File: config.mk
export PLATFORM = sky130hd
export DESIGN_NAME = hsft_sequencer
export DESIGN_NICKNAME = d
export VERILOG_FILES = /design/src/design/hsft_pkg.sv /design/src/design/hsft_node_counter.sv /design/src/design/hsft_sequencer.sv
export SDC_FILE = /design/constraint.sdc
export NUM_CORES = 1
export LEC_CHECK = 0
export BUFFER_PORTS_ARGS = -buffer_cell sky130_fd_sc_hd__buf_4
export CORE_ASPECT_RATIO = 1.5
export CORE_MARGIN = 1.5
export CORE_UTILIZATION = 36
export CTS_CLUSTER_SIZE = 25
export DETAILED_ROUTE_END_ITERATION = 10
export GPL_TIMING_DRIVEN = 0
export SLEW_MARGIN = 10
export SYNTH_ARGS = -nofsm -noshare
export SYNTH_HDL_FRONTEND = slang
export SYNTH_SLANG_ARGS = --single-unit
File: constraint.sdc
create_clock -name clk_sys -period 6.15 [get_ports clk_sys]
set_input_delay 1.23 -clock clk_sys [delete_from_list [all_inputs] [get_ports clk_sys]]
set_output_delay 1.23 -clock clk_sys [all_outputs]
set_load 0.005 [all_outputs]
File: src/design/hsft_pkg.sv
// package of constants and carrier types for the hot swap fault timer
package hsft_pkg;

   // timing node modelled as a counter: full scale stands for the upper level
   localparam int unsigned NODE_W          = 16;
   localparam logic [15:0] NODE_UPPER      = 16'h1388; // 1.0 V, 5000 steps
   localparam logic [15:0] NODE_LOWER      = 16'h03E8; // 0.2 V, 1000 steps
   localparam logic [15:0] NODE_ZERO       = 16'h0000;
   // step sizes per clock, scaled from the four node currents
   localparam logic [15:0] STEP_SLOW_UP    = 16'h0003; // 3 uA pull-up
   localparam logic [15:0] STEP_FAST_UP    = 16'h003C; // 60 uA pull-up
   localparam logic [15:0] STEP_SLOW_DN    = 16'h0002; // 2 uA pull-down
   localparam logic [15:0] STEP_FAST_DN    = 16'h0064; // 100 uA pull-down
   // short reset held after the lockout releases
   localparam real         POR_HOLD_NS     = 100.0;
   localparam real         CLK_PERIOD_NS   = 4.0;
   localparam int unsigned POR_HOLD_CYC    =
      (POR_HOLD_NS / CLK_PERIOD_NS) < 1.0 ? 1 :
      int'($ceil(POR_HOLD_NS / CLK_PERIOD_NS));
   // severe overcurrent must be controlled within 1 us
   localparam real         SEVERE_MAX_NS   = 1000.0;
   localparam int unsigned SEVERE_MAX_CYC  =
      int'($floor(SEVERE_MAX_NS / CLK_PERIOD_NS));
   localparam int unsigned POR_W           = 8;

   // node current selection
   typedef enum logic [2:0]
   {
      HSFT_NODE_HOLD    = 3'b000,
      HSFT_NODE_SLOW_UP = 3'b001,
      HSFT_NODE_FAST_UP = 3'b010,
      HSFT_NODE_SLOW_DN = 3'b011,
      HSFT_NODE_FAST_DN = 3'b100,
      HSFT_NODE_CLEAR   = 3'b101
   } hsft_node_t;

   // sequencer states
   typedef enum logic [3:0]
   {
      HSFT_ST_RESET    = 4'h0,
      HSFT_ST_INIT_UP  = 4'h1,
      HSFT_ST_INIT_DN  = 4'h2,
      HSFT_ST_READY    = 4'h3,
      HSFT_ST_ON       = 4'h4,
      HSFT_ST_LIMIT    = 4'h5,
      HSFT_ST_COOL     = 4'h6,
      HSFT_ST_LATCH_DN = 4'h7,
      HSFT_ST_LATCHED  = 4'h8,
      HSFT_ST_RETRY_DN = 4'h9
   } hsft_state_t;

   // comparator inputs from the supply and current monitors
   typedef struct packed
   {
      logic lockout;
      logic under_ok;
      logic over_ok;
      logic enable;
      logic bus_on;
      logic breaker_trip;
      logic severe_oc;
      logic fb_above;
      logic fb_below_hyst;
   } hsft_mon_t;

   // drive outputs toward the pass switch and open-drain pins
   typedef struct packed
   {
      logic gate_on;
      logic gate_regulate;
      logic gate_strong_off;
      logic gate_fast_off;
      logic fault_latch_n_oe;
      logic output_good_oe;
      logic hyst_source_on;
      logic node_clear;
   } hsft_drv_t;

endpackage : hsft_pkg

File: src/design/hsft_node_counter.sv
// up/down counter standing for the timing capacitor and its comparators
`timescale 1ns/1ps
module hsft_node_counter
#(
   parameter logic [15:0] UPPER = hsft_pkg::NODE_UPPER,
   parameter logic [15:0] LOWER = hsft_pkg::NODE_LOWER
)
(
   // clock and control
   input  wire logic              clk_sys,
   input  wire logic              reset_n,
   input  wire logic              clk_en,
   // current selection
   input  wire hsft_pkg::hsft_node_t sel,
   // node level and comparators
   output logic [15:0]            level_q,
   output logic                   at_upper,
   output logic                   below_lower
);

   logic [15:0] level_d;
   logic [16:0] sum_up;
   logic [15:0] step_up;
   logic [15:0] step_dn;

   // current picked from the selection; holding keeps the level
   assign step_up = (sel == hsft_pkg::HSFT_NODE_FAST_UP) ?
                    hsft_pkg::STEP_FAST_UP : hsft_pkg::STEP_SLOW_UP;
   assign step_dn = (sel == hsft_pkg::HSFT_NODE_FAST_DN) ?
                    hsft_pkg::STEP_FAST_DN : hsft_pkg::STEP_SLOW_DN;
   assign sum_up  = {1'b0, level_q} + {1'b0, step_up};

   // saturate at the terminal counts so comparators see clean crossings
   always_comb
   begin
      level_d = level_q;
      case (sel)
         hsft_pkg::HSFT_NODE_SLOW_UP,
         hsft_pkg::HSFT_NODE_FAST_UP:
            level_d = (sum_up[15:0] >= UPPER || sum_up[16]) ?
                      UPPER : sum_up[15:0];
         hsft_pkg::HSFT_NODE_SLOW_DN,
         hsft_pkg::HSFT_NODE_FAST_DN:
            level_d = (level_q > step_dn) ?
                      16'(level_q - step_dn) : hsft_pkg::NODE_ZERO;
         hsft_pkg::HSFT_NODE_CLEAR:
            level_d = hsft_pkg::NODE_ZERO;
         default:
            level_d = level_q;
      endcase
   end

   // node state register
   always_ff @(posedge clk_sys)
   begin
      if (!reset_n)
         level_q <= hsft_pkg::NODE_ZERO;
      else if (clk_en)
         level_q <= level_d;
   end

   // two comparators on the node
   assign at_upper    = (level_q >= UPPER);
   assign below_lower = (level_q <  LOWER);

endmodule : hsft_node_counter

File: src/design/hsft_sequencer.sv
// hot swap sequencer: reset hold, initial cycle, fault timer, power good
// Operation
// - hold gate and timing node low during lockout and the short reset
// - initial cycle: slow charge to upper level, fast discharge to lower
// - after initial cycle, ready at lower level; supply monitors are checked at turn-on and all the while the switch is on
// - breaker trip starts fast charge and puts gate into current limiting
// - trip clears before upper level: stop fast charge, slow discharge
// - trip persists to upper level: gate off, fault latch low at once
// - latch-off: slow discharge at upper level, latch low, refuse turn-on
// - below lower level after latch-off, re-enable by input or bus toggle
// - autoretry: slow discharge after fault, restart at lower level
// - retries repeat forever; system stops them by holding inputs low
// - severe overcurrent detector forces current control within 1 us
// - undervoltage below reference shuts gate with strong pull-down
// - overvoltage above reference shuts gate with strong pull-down
// - power-up only with enable high and both supply monitors in range
// - output good pulls low below threshold minus hyst, releases above threshold
// - hysteresis source on above threshold, off below threshold minus hyst
// - two node comparators at lower and upper level drive the timer
`timescale 1ns/1ps
module hsft_sequencer
#(
   parameter int unsigned POR_CYC = hsft_pkg::POR_HOLD_CYC
)
(
   // clock, reset, enable
   input  wire logic               clk_sys,
   input  wire logic               reset_n,
   input  wire logic               clk_en,
   // monitor comparators and mode strap
   input  wire hsft_pkg::hsft_mon_t mon,
   input  wire logic               autoretry,
   // gate and pin drives, state and node level
   output hsft_pkg::hsft_drv_t     drv_q,
   output hsft_pkg::hsft_state_t   state_q,
   output logic [15:0]             node_level_q
);

   hsft_pkg::hsft_state_t state_d;
   hsft_pkg::hsft_node_t  node_sel;
   hsft_pkg::hsft_drv_t   drv_d;
   logic [hsft_pkg::POR_W-1:0] por_q;
   logic [hsft_pkg::POR_W-1:0] por_d;
   logic [15:0] level;
   logic        at_upper;
   logic        below_lower;
   logic        supply_ok;
   logic        run_ok;
   logic        run_ok_q;
   logic        rearm_q;
   logic        rearm_d;
   logic        por_done;
   logic        hyst_q;
   logic        hyst_d;

   // timing node with its comparators
   hsft_node_counter u_node
   (
      .clk_sys     (clk_sys),
      .reset_n     (reset_n),
      .clk_en      (clk_en),
      .sel         (node_sel),
      .level_q     (level),
      .at_upper    (at_upper),
      .below_lower (below_lower)
   );

   // supply window and run qualifiers
   assign supply_ok = mon.under_ok & mon.over_ok;
   assign run_ok    = supply_ok & mon.enable & mon.bus_on;
   assign por_done  = (por_q >= POR_W_CYC());

   function automatic logic [hsft_pkg::POR_W-1:0] POR_W_CYC();
      POR_W_CYC = hsft_pkg::POR_W'(POR_CYC);
   endfunction : POR_W_CYC

   // short reset counter, restarted whenever lockout is active
   assign por_d = mon.lockout ? '0 :
                  (por_done ? por_q : por_q + 1'b1);

   // a falling run qualifier arms re-enable after latch-off
   assign rearm_d = (state_q == hsft_pkg::HSFT_ST_LATCHED) ?
                    (rearm_q | (run_ok_q & ~run_ok)) : 1'b0;

   // hysteresis state for output good, set wins over clear
   assign hyst_d = mon.fb_above ? 1'b1 :
                   (mon.fb_below_hyst ? 1'b0 : hyst_q);

   // next state and node current selection
   always_comb
   begin
      state_d  = state_q;
      node_sel = hsft_pkg::HSFT_NODE_HOLD;
      case (state_q)
         hsft_pkg::HSFT_ST_RESET:
         begin
            node_sel = hsft_pkg::HSFT_NODE_CLEAR;
            if (por_done)
               state_d = hsft_pkg::HSFT_ST_INIT_UP;
         end
         hsft_pkg::HSFT_ST_INIT_UP:
         begin
            node_sel = hsft_pkg::HSFT_NODE_SLOW_UP;
            if (at_upper)
               state_d = hsft_pkg::HSFT_ST_INIT_DN;
         end
         hsft_pkg::HSFT_ST_INIT_DN:
         begin
            node_sel = hsft_pkg::HSFT_NODE_FAST_DN;
            if (below_lower)
               state_d = hsft_pkg::HSFT_ST_READY;
         end
         hsft_pkg::HSFT_ST_READY:
         begin
            if (run_ok)
               state_d = hsft_pkg::HSFT_ST_ON;
         end
         hsft_pkg::HSFT_ST_ON,
         hsft_pkg::HSFT_ST_COOL:
         begin
            if (state_q == hsft_pkg::HSFT_ST_COOL)
               node_sel = hsft_pkg::HSFT_NODE_SLOW_DN;
            if (!run_ok)
               state_d = hsft_pkg::HSFT_ST_READY;
            else if (mon.breaker_trip || mon.severe_oc)
               state_d = hsft_pkg::HSFT_ST_LIMIT;
         end
         hsft_pkg::HSFT_ST_LIMIT:
         begin
            node_sel = hsft_pkg::HSFT_NODE_FAST_UP;
            if (!run_ok)
               state_d = hsft_pkg::HSFT_ST_READY;
            else if (at_upper)
               state_d = autoretry ? hsft_pkg::HSFT_ST_RETRY_DN :
                         hsft_pkg::HSFT_ST_LATCH_DN;
            else if (!mon.breaker_trip && !mon.severe_oc)
               state_d = hsft_pkg::HSFT_ST_COOL;
         end
         hsft_pkg::HSFT_ST_LATCH_DN:
         begin
            node_sel = hsft_pkg::HSFT_NODE_SLOW_DN;
            if (below_lower)
               state_d = hsft_pkg::HSFT_ST_LATCHED;
         end
         hsft_pkg::HSFT_ST_LATCHED:
         begin
            if (rearm_q && run_ok)
               state_d = hsft_pkg::HSFT_ST_ON;
         end
         hsft_pkg::HSFT_ST_RETRY_DN:
         begin
            node_sel = hsft_pkg::HSFT_NODE_SLOW_DN;
            if (below_lower)
               state_d = run_ok ? hsft_pkg::HSFT_ST_ON :
                         hsft_pkg::HSFT_ST_READY;
         end
         default:
            state_d = hsft_pkg::HSFT_ST_RESET;
      endcase
      if (mon.lockout)
      begin
         state_d  = hsft_pkg::HSFT_ST_RESET;
         node_sel = hsft_pkg::HSFT_NODE_CLEAR;
      end
   end

   // gate drive follows the next state so outputs react in the same edge
   always_comb
   begin
      drv_d = '0;
      drv_d.gate_on = ((state_d == hsft_pkg::HSFT_ST_ON) ||
                       (state_d == hsft_pkg::HSFT_ST_COOL) ||
                       (state_d == hsft_pkg::HSFT_ST_LIMIT)) &&
                      run_ok && !mon.lockout;
      drv_d.gate_regulate   = drv_d.gate_on &&
                              (state_d == hsft_pkg::HSFT_ST_LIMIT);
      drv_d.gate_strong_off = !supply_ok;
      drv_d.gate_fast_off   = drv_d.gate_on && mon.severe_oc;
      drv_d.fault_latch_n_oe = (state_d == hsft_pkg::HSFT_ST_LATCH_DN) ||
                               (state_d == hsft_pkg::HSFT_ST_LATCHED) ||
                               (state_d == hsft_pkg::HSFT_ST_RETRY_DN);
      drv_d.output_good_oe  = !hyst_d;
      drv_d.hyst_source_on  = hyst_d;
      drv_d.node_clear      = (state_d == hsft_pkg::HSFT_ST_RESET);
   end

   // state and output registers; the 1 us severe bound is met in one cycle
   always_ff @(posedge clk_sys)
   begin
      if (!reset_n)
      begin
         state_q  <= hsft_pkg::HSFT_ST_RESET;
         drv_q    <= '0;
         por_q    <= '0;
         run_ok_q <= 1'b0;
         rearm_q  <= 1'b0;
         hyst_q   <= 1'b0;
      end
      else if (clk_en)
      begin
         state_q  <= state_d;
         drv_q    <= drv_d;
         por_q    <= por_d;
         run_ok_q <= run_ok;
         rearm_q  <= rearm_d;
         hyst_q   <= hyst_d;
      end
   end

   // node level as a registered copy for observation
   always_ff @(posedge clk_sys)
   begin
      if (!reset_n)
         node_level_q <= hsft_pkg::NODE_ZERO;
      else if (clk_en)
         node_level_q <= level;
   end

endmodule : hsft_sequencer

==> results by group <==
Layout
  • P&R area growth vs syn: 15.7%
  • # fillers: 1044
  • Layout Cells excl Fill: 638
  • Final layout net count: 548
  • Share of post-route cells with drive strength above 1: 13.1%
  • Ant. Diodes: 0

Timing
  • RSZ-0062 raised after global routing: no
  • Hold Vio Cnt, Final: 0
  • Final Cycle Share: 73.1%
  • # setup viols final: 0
  • Fmax achieved: 0.222 GHz
  • Minimum clock period: 4.50 ns
  • Fin. max-slew vios: 0
  • Slew margin rel.: 13.9%
  • Setup TNS: 0 ns
  • Worst Tran Pin Value: 1.28 ns
  • Worst Skew: 0.00850 ns

Place
  • I/O Buffers: 38
  • Routability cong.: 0.950
  • Final HPWL DP: 8.63 mm
  • Placed insts: 630

Drt
  • Wirelength per Cell: 17.7 µm
  • Drt drc: 0
  • First-pass DRT Iterations: 4
  • Vias after detailed routing: 3689
  • DRT antenna net count: 0
  • WL final: 11.3 mm
  • Vias per std cell: 5.78
  • First DRT Iteration DRCs: 182

Global route
  • Global-route usage over all layers: 20.6%
  • Antenna violations before repair: 0
  • First-pass GRT wire length: 17.7 mm
  • Largest net degree at the start of global routing: 17
  • Vias in the first global route: 3470
  • Grt total ovfl: 0

Floorplan
  • Initial Util: 36.9%
  • Core Box Area: 10100 µm²
  • Die Footprint: 11000 µm²
  • Die W: 86.0 µm
  • # IOs: 41
  • Site Rows: 45
  • Die height: 127 µm

Status
  • Run status: finished, final reports clean

Synthesis
  • Seq/Total Area, Yosys: 29.1%
  • Post-synth ARST share: 0%
  • Number of flops mapped to enable cells by yosys: 0
  • Synth warnings: 0
  • Synth unique cells: 72
  • Synth Register Bits: 54
  • Synthesized net count: 503
  • Syn Inst Count: 475
  • Synth Cell Area: 3720 µm²
  • Ys flop type: dfxtp_1
  • Syn Area/Cell: 7.83 µm²

Setup path
  • Setup CP Type: input port to flop
  • Critical Path RT: 6.39 ns
  • Worst Path Max Fanout: 10
  • CP endpoint kind: flop
  • Worst EP arrival: 4.74 ns
  • Worst Setup Start Kind: input port

Job
  • Max Cap Violations: 0

Power and ir drop
  • Leakage: 1.69 nW
  • Peak supply drop: 0.0932 mV
  • Cell Pwr Density: 174 nW/µm²

Clocking
  • CTS tree: yes
  • Clk buf depth: 2
  • Post-CTS resize count: 0
  • Post-CTS Repair Setup Buffers: 0
  • Hold-fix buffers, CTS: 0
  • Worst-Skew Late Latency: 0.30 ns
  • CTS Sinks: 54
  • H-Tree Depth: 2
  • CTS clk-pin slew, worst paths: 0.07 ns
  • TritonCTS buffer count: 5
  • Root Driver: clkbuf_16

Worst hold path
  • HP Class: flop to flop
[synth_stat cells, types with 4 or more instances]
library cell	count	share of area (%)
dfxtp_1	54	29
nor2_1	50	5.0
nand2_1	39	3.9
o21ai_0	32	4.3
nor2b_1	30	5.0
a21oi_1	27	3.6
clkbuf_1	24	2.4
mux2i_1	21	5.7
nand3_1	17	2.3
ha_1	13	4.4
inv_1	13	1.3
nor3_1	10	1.3
a31oi_1	9	1.5
o21a_1	7	1.4
xnor2_1	7	1.6
nand2b_1	6	1.0
a21boi_0	5	1.0
nor4_1	5	0.84
o21ai_1	5	0.67
and3_1	4	0.67
o31ai_1	4	0.81
or2_2	4	0.67
or3_1	4	0.67
[area by class of cell]
type	instances	area (µm²)	area share, %
clock buffers	7	143	3.32
inverters	13	48.8	1.13
repair buffers	38	285	6.63
well taps	117	146	3.40
flip-flops and latches	54	1080	25.1
multi-input cells	375	2430	56.6
clock inverters	1	8.76	0.204
plain buffers	33	154	3.58
[cell families (layout without fill, tap and decap cells)]
family | Yosys count | after routing | synth area share [%]
AND/OR/NAND/NOR | 195 | 195 | 27.4
AO/OA/AOI/OAI | 133 | 133 | 24.3
flip-flops | 54 | 54 | 29.1
buffers and inverters | 46 | 92 | 5.45
multiplexers | 22 | 22 | 5.96
adder cells (fa/ha/maj) | 15 | 15 | 5.45
XOR/XNOR | 10 | 10 | 2.36
[worst paths after layout]
path	start	to	slack, ns	depth (start not counted)
setup / recovery	mon[8]	u_node.level_q[0]$_SDFFE_PN0P_	1.65	15
hold / removal	drv_q[7]$_SDFFE_PN0P_	drv_q[7]$_SDFFE_PN0P_	0.47	2
setup reg to reg	state_q[2]$_SDFFE_PN0P_	u_node.level_q[0]$_SDFFE_PN0P_	1.83	16
hold reg to reg	drv_q[7]$_SDFFE_PN0P_	drv_q[7]$_SDFFE_PN0P_	0.47	2
[stage by stage]
| stage | setup slack [ns] | hold slack (ns) | cell area (µm²) | power, W | utilization (%) |
|---|---|---|---|---|---|
| finish | 1.65 | 0.468 | 4300 | 0.000747 | 42.7 |
| global route | 1.39 | 0.492 | 4300 | 0.000778 | 42.7 |
| CTS | 1.68 | 0.474 | 4300 | 0.000752 | 42.7 |
| detailed placement | 1.38 | 0.457 | 4150 | 0.000452 | 41.2 |
| global placement | 1.40 | 0.447 | 4150 | 0.000451 | 41.2 |
| floorplan | 2.19 | 0.428 | 3720 | 0.000422 | - |
[worst max-delay path, stage by stage]
cell and delay (ns):
buf_4 0.13, clkbuf_1 0.21, or2_2 0.39, inv_1 0.20
ha_1 0.27, buf_4 0.17, o21a_1 0.12, a21boi_1 0.14
o22ai_1 0.37, clkbuf_1 0.42, nand2_1 0.09, mux2i_1 0.18
nand3_2 0.22, nor3_2 0.35, a41o_1 0.22
[flip-flops by register name, summed over array words and instances, names as in the netlist]
name	flops
drv_q	7
hyst_q	1
state_q	4
por_q	8
rearm_q	1
u_node.level_q	16
node_level_q	16
run_ok_q	1
[cell usage in the layout (no fill, tap or decap), types with 5 or more instances in the layout]
cell type | Yosys | final
a21boi_0 | 5 | 5
a21oi_1 | 27 | 27
a31oi_1 | 9 | 9
buf_4 | 3 | 41
clkbuf_1 | 24 | 25
clkbuf_16 | 0 | 5
dfxtp_1 | 54 | 54
ha_1 | 13 | 13
inv_1 | 13 | 13
mux2i_1 | 21 | 21
nand2_1 | 39 | 39
nand2b_1 | 6 | 6
nand3_1 | 17 | 17
nor2_1 | 50 | 50
nor2b_1 | 30 | 30
nor3_1 | 10 | 10
nor4_1 | 5 | 5
o21a_1 | 7 | 7
o21ai_0 | 32 | 32
o21ai_1 | 5 | 5
xnor2_1 | 7 | 7
[power by group]
| part | switching (W) | internal, W | total (W) |
|---|---|---|---|
| sequential | 0.00000423 | 0.000354 | 0.000359 |
| combinational | 0.0000509 | 0.0000342 | 0.0000852 |
| clock | 0.000139 | 0.000164 | 0.000303 |
[routing by layer]
layer	part of all wire, %	wire, µm	vias to the layer above	global-route usage [%]
met2	55	6200	96	40.1
met4	3.2	360	0	9.87
met3	3.6	412	23	2.58
met5	0	0	-	0
met1	38	4310	1763	21.2
li1	-	-	1807	-
(Power assumes the default switching activity.)
